==> src/hw/wwd_defs.svh <==
`ifndef WWD_DEFS_SVH
`define WWD_DEFS_SVH

`define WWD_PRESC_W 14
`define WWD_PRESC_MAX 14'h3fff
`define WWD_CNT_W 7
`define WWD_CNT_RST 7'h7f
`define WWD_CNT_STEP 7'h01
`define WWD_ACT_BIT 7
`define WWD_MSB_BIT 6
`define WWD_CLK_NS 100
`define WWD_RST_NS 500
`define WWD_RST_CYC ((`WWD_RST_NS + `WWD_CLK_NS - 1) / `WWD_CLK_NS)
`define WWD_PULSE_W 3
`define WWD_WAKE_SHORT 256
`define WWD_WAKE_LONG 4096
`define WWD_WAKE_W 12

`endif

==> src/hw/wwd_pkg.sv <==
`default_nettype none
package wwd_pkg;
  typedef enum logic [1:0] {
    WWD_RUN = 2'b00,
    WWD_HALT_LAST = 2'b01,
    WWD_HALTED = 2'b10,
    WWD_WAKE = 2'b11
  } wwd_state_t;
endpackage
`default_nettype wire

==> src/hw/wwd_presc_if.sv <==
`default_nettype none
interface wwd_presc_if;
  logic run;
  logic tick;
  modport ctrl (output run, input tick);
  modport presc (input run, output tick);
endinterface
`default_nettype wire

==> src/hw/wwd_prescaler.sv <==
`include "wwd_defs.svh"
`default_nettype none
module wwd_prescaler (
  input wire logic clk,
  input wire logic rst_n,
  wwd_presc_if.presc pif
);
  logic [`WWD_PRESC_W-1:0] pre_reg;
  logic tick_reg;
  logic [`WWD_PRESC_W-1:0] gap_reg;

  // Frozen, never cleared, so a counter load keeps the phase
  always_ff @(posedge clk or negedge rst_n) begin
    if (!rst_n) begin
      pre_reg <= '0;
    end else if (pif.run) begin
      pre_reg <= pre_reg + `WWD_PRESC_W'(1);
    end
  end

  // one tick per wrap
  always_ff @(posedge clk or negedge rst_n) begin
    if (!rst_n) begin
      tick_reg <= 1'b0;
    end else begin
      tick_reg <= pif.run && (pre_reg == `WWD_PRESC_MAX);
    end
  end

  assign pif.tick = tick_reg;

  // Running cycles since the last tick, for checking only
  // Reaches the max value in the same cycle as each tick
  always_ff @(posedge clk or negedge rst_n) begin
    if (!rst_n) begin
      gap_reg <= `WWD_PRESC_MAX;
    end else if (tick_reg) begin
      gap_reg <= pif.run ? '0 : `WWD_PRESC_MAX;
    end else if (pif.run) begin
      gap_reg <= gap_reg + `WWD_PRESC_W'(1);
    end
  end

  property p_tick_period;
    @(posedge clk) disable iff (!rst_n)
    tick_reg |-> (gap_reg == `WWD_PRESC_MAX);
  endproperty
  a_tick_period: assert property (p_tick_period) else $error("tick spacing wrong");
endmodule
`default_nettype wire

==> src/hw/wwd_top.sv <==
// How it works
// Counter steps down once per 16384 reference clocks through a hidden prescaler.
// Six low counter bits loaded by software set timeout in 64 steps.
// Active and counter passing 40h to 3Fh drives reset low about 500 ns.
// Counter runs down always, whether or not the watchdog is active; the code holds it once halted and during the wake delay.
// Software refreshes with values C0h to FFh, both top bits set.
// A write loads the counter but leaves the prescaler phase alone.
// After device reset the watchdog starts inactive; with HW_MODE_OPT set the code starts it active.
// Activation bit cannot be cleared by software, only by device reset.
// Writing activation set with counter top bit clear forces immediate reset.
// Active watchdog with halt option turns HALT into a device reset.
// Option input chooses whether HALT while active causes reset.
// Option input selects hardware watchdog mode besides software activation.
// Hardware mode is active from reset; activation bit then ignored.
// Control register resets to 7Fh: activation bit 7, counter bits 6..0.
// Halt decrements once then stops; wake restarts after 256 or 4096 clocks.
// Inactive counter wraps 00h to 7Fh without asserting reset.
`include "wwd_defs.svh"
`default_nettype none
module wwd_top (
  input wire logic REF_CLK,
  input wire logic RESETN,
  input wire logic WR_STB,
  input wire logic [7:0] WR_DATA,
  input wire logic HW_MODE_OPT,
  input wire logic HALT_RST_OPT,
  input wire logic HALT_EXEC,
  input wire logic WAKE_IRQ,
  input wire logic WAKE_LONG,
  output logic [7:0] RD_DATA,
  output logic RESET_PIN_N,
  output logic HALT_ENTER,
  output logic ACTIVE
);
  wwd_presc_if pif();
  wwd_pkg::wwd_state_t state_reg;
  wwd_pkg::wwd_state_t state_next;
  logic act_reg;
  logic act_next;
  logic [`WWD_CNT_W-1:0] cnt_reg;
  logic [`WWD_CNT_W-1:0] cnt_next;
  logic [`WWD_PULSE_W-1:0] pulse_reg;
  logic [`WWD_WAKE_W-1:0] wake_reg;
  logic active;
  logic active_next;
  logic tick;
  logic halt_rst;
  logic halt_go;
  logic trip;

  // A reset is due when active and the counter top bit is clear
  function automatic logic fires(input logic act, input logic [`WWD_CNT_W-1:0] cnt);
    fires = act && !cnt[`WWD_MSB_BIT];
  endfunction

  wwd_prescaler u_presc (
    .clk(REF_CLK),
    .rst_n(RESETN),
    .pif(pif)
  );

  // prescaler frozen once the halt decrement is done
  assign pif.run = (state_reg == wwd_pkg::WWD_RUN) || (state_reg == wwd_pkg::WWD_HALT_LAST);
  assign tick = pif.tick;

  // hardware mode overrides the activation bit
  // hardware mode always active
  assign active = act_reg || HW_MODE_OPT;
  // software can only set the activation bit
  assign act_next = act_reg || (WR_STB && WR_DATA[`WWD_ACT_BIT]);
  assign active_next = act_next || HW_MODE_OPT;

  // option decides between halt reset and real halt
  assign halt_rst = HALT_EXEC && (state_reg == wwd_pkg::WWD_RUN) && active && HALT_RST_OPT;
  assign halt_go = HALT_EXEC && (state_reg == wwd_pkg::WWD_RUN) && !(active && HALT_RST_OPT);

  // a load wins over a tick in the same cycle
  always_comb begin
    if (WR_STB) begin
      // load sets timeout
      cnt_next = WR_DATA[`WWD_CNT_W-1:0];
    end else if (tick) begin
      // plain 7-bit wrap from 00h to 7Fh
      cnt_next = cnt_reg - `WWD_CNT_STEP;
    end else begin
      cnt_next = cnt_reg;
    end
  end

  // top bit falling on a tick; R9: forced by a write; R10: halt
  assign trip = (WR_STB && fires(active_next, WR_DATA[`WWD_CNT_W-1:0]))
             || (!WR_STB && tick && cnt_reg[`WWD_MSB_BIT] && fires(active, cnt_next))
             || halt_rst;

  // activation bit comes up clear after any device reset
  always_ff @(posedge REF_CLK or negedge RESETN) begin
    if (!RESETN) begin
      act_reg <= 1'b0;
    end else begin
      act_reg <= act_next;
    end
  end

  // counter reset value; R4: never gated by activation
  always_ff @(posedge REF_CLK or negedge RESETN) begin
    if (!RESETN) begin
      cnt_reg <= `WWD_CNT_RST;
    end else begin
      cnt_reg <= cnt_next;
    end
  end

  // retrigger restarts the full pulse, never shortens it
  always_ff @(posedge REF_CLK or negedge RESETN) begin
    if (!RESETN) begin
      pulse_reg <= '0;
    end else if (trip) begin
      pulse_reg <= `WWD_PULSE_W'(`WWD_RST_CYC);
    end else if (pulse_reg != '0) begin
      pulse_reg <= pulse_reg - `WWD_PULSE_W'(1);
    end
  end

  always_ff @(posedge REF_CLK or negedge RESETN) begin
    if (!RESETN) begin
      RESET_PIN_N <= 1'b1;
    end else begin
      RESET_PIN_N <= !(trip || (pulse_reg > `WWD_PULSE_W'(1)));
    end
  end

  // halt sequencing
  always_comb begin
    state_next = state_reg;
    case (state_reg)
      wwd_pkg::WWD_RUN: begin
        if (halt_go) begin
          state_next = wwd_pkg::WWD_HALT_LAST;
        end
      end
      wwd_pkg::WWD_HALT_LAST: begin
        if (WAKE_IRQ) begin
          state_next = wwd_pkg::WWD_WAKE;
        end else if (tick) begin
          state_next = wwd_pkg::WWD_HALTED;
        end
      end
      wwd_pkg::WWD_HALTED: begin
        if (WAKE_IRQ) begin
          state_next = wwd_pkg::WWD_WAKE;
        end
      end
      wwd_pkg::WWD_WAKE: begin
        if (wake_reg == '0) begin
          state_next = wwd_pkg::WWD_RUN;
        end
      end
      default: begin
        state_next = wwd_pkg::WWD_RUN;
      end
    endcase
  end

  always_ff @(posedge REF_CLK or negedge RESETN) begin
    if (!RESETN) begin
      state_reg <= wwd_pkg::WWD_RUN;
    end else begin
      state_reg <= state_next;
    end
  end

  // wake delay counts down to zero, then counting resumes
  always_ff @(posedge REF_CLK or negedge RESETN) begin
    if (!RESETN) begin
      wake_reg <= '0;
    end else if (state_reg != wwd_pkg::WWD_WAKE && state_next == wwd_pkg::WWD_WAKE) begin
      wake_reg <= WAKE_LONG ? `WWD_WAKE_W'(`WWD_WAKE_LONG - 1)
                            : `WWD_WAKE_W'(`WWD_WAKE_SHORT - 1);
    end else if (wake_reg != '0) begin
      wake_reg <= wake_reg - `WWD_WAKE_W'(1);
    end
  end

  // Registered from next values, so a write shows at its own edge
  always_ff @(posedge REF_CLK or negedge RESETN) begin
    if (!RESETN) begin
      RD_DATA <= {1'b0, `WWD_CNT_RST};
      HALT_ENTER <= 1'b0;
      ACTIVE <= 1'b0;
    end else begin
      RD_DATA <= {act_next, cnt_next};
      HALT_ENTER <= halt_go;
      ACTIVE <= active_next;
    end
  end

  property p_msb_trip;
    @(posedge REF_CLK) disable iff (!RESETN)
    (active && tick && !WR_STB && cnt_reg == {1'b1, {(`WWD_CNT_W-1){1'b0}}})
      |=> !RESET_PIN_N && cnt_reg == {1'b0, {(`WWD_CNT_W-1){1'b1}}};
  endproperty
  a_msb_trip: assert property (p_msb_trip) else $error("no reset at 40h to 3Fh");

  property p_pulse_width;
    @(posedge REF_CLK) disable iff (!RESETN)
    $fell(RESET_PIN_N) |-> (!RESET_PIN_N)[*5];
  endproperty
  a_pulse_width: assert property (p_pulse_width) else $error("reset pulse too short");

  property p_free_run;
    @(posedge REF_CLK) disable iff (!RESETN)
    (tick && !WR_STB) |=> cnt_reg == `WWD_CNT_W'($past(cnt_reg) - `WWD_CNT_STEP);
  endproperty
  a_free_run: assert property (p_free_run) else $error("counter missed a tick");

  property p_load;
    @(posedge REF_CLK) disable iff (!RESETN)
    WR_STB |=> cnt_reg == $past(WR_DATA[`WWD_CNT_W-1:0])
      && RD_DATA[`WWD_CNT_W-1:0] == $past(WR_DATA[`WWD_CNT_W-1:0]);
  endproperty
  a_load: assert property (p_load) else $error("write did not load counter");

  property p_sticky;
    @(posedge REF_CLK) disable iff (!RESETN)
    act_reg |=> act_reg && RD_DATA[`WWD_ACT_BIT];
  endproperty
  a_sticky: assert property (p_sticky) else $error("activation bit cleared");

  property p_force;
    @(posedge REF_CLK) disable iff (!RESETN)
    (WR_STB && WR_DATA[`WWD_ACT_BIT] && !WR_DATA[`WWD_MSB_BIT]) |=> !RESET_PIN_N ##1 !RESET_PIN_N;
  endproperty
  a_force: assert property (p_force) else $error("forced reset missing");

  property p_halt_rst;
    @(posedge REF_CLK) disable iff (!RESETN)
    (HALT_EXEC && state_reg == wwd_pkg::WWD_RUN && active && HALT_RST_OPT)
      |=> !RESET_PIN_N && !HALT_ENTER;
  endproperty
  a_halt_rst: assert property (p_halt_rst) else $error("halt did not reset");

  property p_hw_mode;
    @(posedge REF_CLK) disable iff (!RESETN)
    HW_MODE_OPT |=> ACTIVE;
  endproperty
  a_hw_mode: assert property (p_hw_mode) else $error("hardware mode not active");

  property p_halt_freeze;
    @(posedge REF_CLK) disable iff (!RESETN)
    (state_reg == wwd_pkg::WWD_HALTED && !WR_STB) |=> cnt_reg == $past(cnt_reg) && !tick;
  endproperty
  a_halt_freeze: assert property (p_halt_freeze) else $error("counter moved in halt");

  property p_wrap;
    @(posedge REF_CLK) disable iff (!RESETN)
    (!active_next && tick && !WR_STB && cnt_reg == '0 && RESET_PIN_N && pulse_reg == '0)
      |=> cnt_reg == `WWD_CNT_RST ##1 RESET_PIN_N;
  endproperty
  a_wrap: assert property (p_wrap) else $error("inactive wrap misbehaved");
endmodule
`default_nettype wire

==> config.mk <==
export PLATFORM = sky130hd
export DESIGN_NAME = wwd_top
export DESIGN_NICKNAME = d
export VERILOG_FILES = /design/src/hw/wwd_pkg.sv /design/src/hw/wwd_presc_if.sv /design/src/hw/wwd_prescaler.sv /design/src/hw/wwd_top.sv
export VERILOG_INCLUDE_DIRS = /design/src /design/src/hw
export SDC_FILE = /design/constraint.sdc
export NUM_CORES = 1
export LEC_CHECK = 0
export BUFFER_PORTS_ARGS = -buffer_cell sky130_fd_sc_hd__buf_2
export CORE_MARGIN = 5
export CORE_UTILIZATION = 45
export CTS_CLUSTER_DIAMETER = 60
export DETAILED_ROUTE_END_ITERATION = 8
export HOLD_SLACK_MARGIN = 0.05
export SETUP_SLACK_MARGIN = 0.02
export SLEW_MARGIN = 20
export SYNTH_ARGS = -nofsm -noshare
export SYNTH_HDL_FRONTEND = slang
export SYNTH_SLANG_ARGS = --single-unit
==> constraint.sdc <==
create_clock -name REF_CLK -period 3.4 [get_ports REF_CLK]
set_clock_uncertainty 0.15 [all_clocks]
set_input_delay 0.34 -clock REF_CLK [delete_from_list [all_inputs] [get_ports REF_CLK]]
set_output_delay 0.34 -clock REF_CLK [all_outputs]
set_load 0.01 [all_outputs]
==> results.py <==
metrics = {
    "place": {
        "dp_hpwl_microns": 2660,
        "gp_congestion": 0.788,
        "pre_cts_ws_ns": 1.53,
        "placed_cell_area_sq_um": 2360,
        "portBuffers": 26,
    },
    "worst_hold_path": {
        "hold_class": "input port to asynchronous set/reset pin",
    },
    "grt": {
        "grt_max_degree": 44,
        "grt_pass1_vias": 1496,
        "grt.total_usage_pct": 13.4,
        "grt_pass1_wl_microns": 6630,
        "gr-total-overflow": 0,
        "antenna_found_initial": 0,
    },
    "worst_setup_path": {
        "cp_data_required_time_ns": 3.42,
        "rr_startpoint": "wake_reg[0]",
        "cp-end-kind": "register",
        "path_max_fanout": 4,
        "cp_top_family": "simple AND/OR/NAND/NOR gates",
        "path_depth": 6,
        "crit_type": "register to register",
        "arrival_ns": 1.89,
        "r2r_setup_slack_ns": 1.52,
        "cp-startpoint": "wake_reg[0]",
        "slowest_stage": "or4b_4",
        "cp_num_buf_inv": 1,
        "r2r_cells": 6,
        "worst_path_largest_cell_delay_ns": 0.47,
        "crit_path_start_kind": "register",
        "worstPathCellList": "inv_1, ha_1, or4b_4, o2111a_1, xnor2_1, nand2_1",
        "r2r_end": "wake_reg[6]",
    },
    "cells_and_area": {
        "antenna_cells": 0,
        "largest_reg_flops": 14,
        "fin_area_sq_um": 2490,
        "final_nets": 255,
        "nFillCells": 422,
        "final_common_cell": "dfrtp_1",
        "layout-drive-gt1-share_pct": 21.9,
        "final_cell_mix": "35 x dfrtp_1, 26 x buf_2, 21 x nand2_1",
        "area_growth_pct": 14.5,
    },
    "synthesis": {
        "synth_largest_area_cell": "dfrtp_1",
        "yosysSeqAreaShare_pct": 49.9,
        "postSynth.asyncResetShare_pct": 100,
        "syn_area_sq_um": 2180,
        "synth_top_cell_area_share_pct": 40.2,
        "synth_edf_count": 0,
        "syn_inst": 205,
        "ys_ff_latch": 43,
        "ys_warn_count": 0,
        "synth_ff_type": "dfrtp_1",
        "syn_nets": 228,
        "yosysUniqueCellTypes": 47,
        "avgSynthCellArea_sq_um": 10.6,
        "yosys-top-cells-area": "dfrtp_1 40%, dfstp_2 9.6%, xnor2_1 6.0%",
    },
    "power_and_ir_drop": {
        "p_switching_uw": 490,
        "p_comb_share_pct": 23.1,
        "p_leak_uw": 0.00108,
        "internal_power_uw": 1110,
        "ir_worst_vdd_mv": 0.278,
        "switching_share_pct": 30.7,
        "pwr-share-clk_pct": 28.9,
        "power.density_nw_per_um2": 640,
        "seqPwrFrac_pct": 48.0,
    },
    "floorplanning": {
        "die_w_microns": 79.6,
        "dieArea_sq_um": 6330,
        "rows": 25,
        "die_h_microns": 79.6,
        "initial_core_util_pct": 46.1,
        "io_pins": 27,
        "core_sq_um": 4720,
    },
    "cts": {
        "clock_latency_ns": 0.29,
        "clkSinkCount": 43,
        "cts_buffers": 5,
        "htree_levels": 2,
        "path_clk_slew_ns": 0.08,
        "post_cts_buffers": 0,
        "cts-hold-fix-buffers": 0,
        "cts_tree": "yes",
        "clock-root-buffer": "clkbuf_8",
        "postCtsResizedCells": 0,
        "ctsLongestPathBuffers": 2,
    },
    "sta": {
        "period_share_pct": 55.2,
        "final.setup.worst_slack_ns": 1.52,
        "grt_setup_unrepaired": "false",
        "tightest_slew_ns": 0.923,
        "hold_viol": 0,
        "setup_tns_ns": 0,
        "slew_headroom_pct": 38.5,
        "finalSetupViolCount": 0,
        "period_minus_slack_ns": 1.88,
        "clock.fmax_ghz": 0.533,
        "slew_violations": 0,
    },
    "drt": {
        "drc": 0,
        "wire_per_inst_microns": 12.3,
        "drt-total-wl_microns": 3690,
        "drtIter0Drc": 47,
        "postRouteAntennaNets": 0,
        "viasPerCell": 5.03,
        "via_count": 1509,
        "drtPass1Iterations": 4,
    },
    "run": {
        "cap_violations": 0,
    },
    "run_status": {
        "status": "finished, final reports clean",
    },
}
power by group through the flow:
| stage | logic (uW) | registers (uW) | clock network (uW) |
|---|---|---|---|
| CTS | 378 | 768 | 481 |
| finish | 369 | 766 | 462 |
| detailed placement | 375 | 779 | 0 |
| floorplan | 285 | 757 | 0 |
| global placement | 370 | 778 | 0 |
| global route | 437 | 786 | 503 |
worst reg2reg max path, cell delays in order (launching register included):
cell	delay, ns
dfrtp_1	0.42
inv_1	0.09
ha_1	0.16
or4b_4	0.47
o2111a_1	0.28
xnor2_1	0.13
nand2_1	0.06
layout make-up:
class                           count  area [sq um]  area share (%)
Sequential cell                    43          1090            43.6
Multi-Input combinational cell    147          1030            41.2
Timing Repair Buffer               26           130            5.22
Tap cell                           67          83.8            3.36
Clock buffer                        6          72.6            2.91
Clock inverter                      2          60.1            2.41
Inverter                            9          33.8            1.35
worst max-delay path by stage:
stage	slack, ns	to
6_report	1.52	wake_reg[6]
5_1_grt	1.27	wake_reg[1]
4_1_cts	1.52	pulse_reg[0]
3_5_place_dp	1.53	wake_reg[6]
3_3_place_gp	1.54	pulse_reg[1]
2_1_floorplan	1.61	wake_reg[6]
per-stage QoR:
step / total power (uW) / hold slack (ns) / util [%] / std cells
after global placement: 1150 / 0.284 / 50.0 / 292
final: 1600 / 0.0342 / 52.8 / 300
after floorplan: 1040 / -0.106 / - / 205
after global routing: 1730 / 0.0968 / 52.8 / 300
after CTS: 1630 / 0.0656 / 52.8 / 300
after detailed placement: 1150 / 0.284 / 50.0 / 292
Yosys cell counts (all sizes together) (2+ instances only):
| cell | n |
|---|---|
| a21o | 2 |
| a21oi | 4 |
| and4 | 2 |
| buf | 3 |
| clkbuf | 3 |
| dfrtp | 35 |
| dfstp | 8 |
| ha | 7 |
| inv | 9 |
| mux2i | 2 |
| nand2 | 21 |
| nand2b | 4 |
| nand3 | 9 |
| nand4 | 4 |
| nand4b | 6 |
| nor2 | 15 |
| nor3 | 6 |
| o21ai | 13 |
| or4 | 2 |
| or4b | 3 |
| xnor2 | 15 |
| xor2 | 12 |
layer usage:
metal / GRT usage (%) / up-vias / routed length [microns]
li1: - / 772 / -
met5: 0 / - / 0
met3: 3.50 / 8 / 182
met4: 6.19 / 0 / 76
met1: 17.6 / 704 / 1870
met2: 20.7 / 25 / 1560
cell families after synthesis:
logic type	count (synthesis)	synth area share (%)
AO/OA/AOI/OAI	32	9.42
adder cells (fa/ha/maj)	7	4.02
buffers and inverters	15	2.99
flip-flops	43	49.9
AND/OR/NAND/NOR	78	21.4
multiplexers	3	1.44
XOR/XNOR	27	10.9
(Power assumes the default switching activity.)
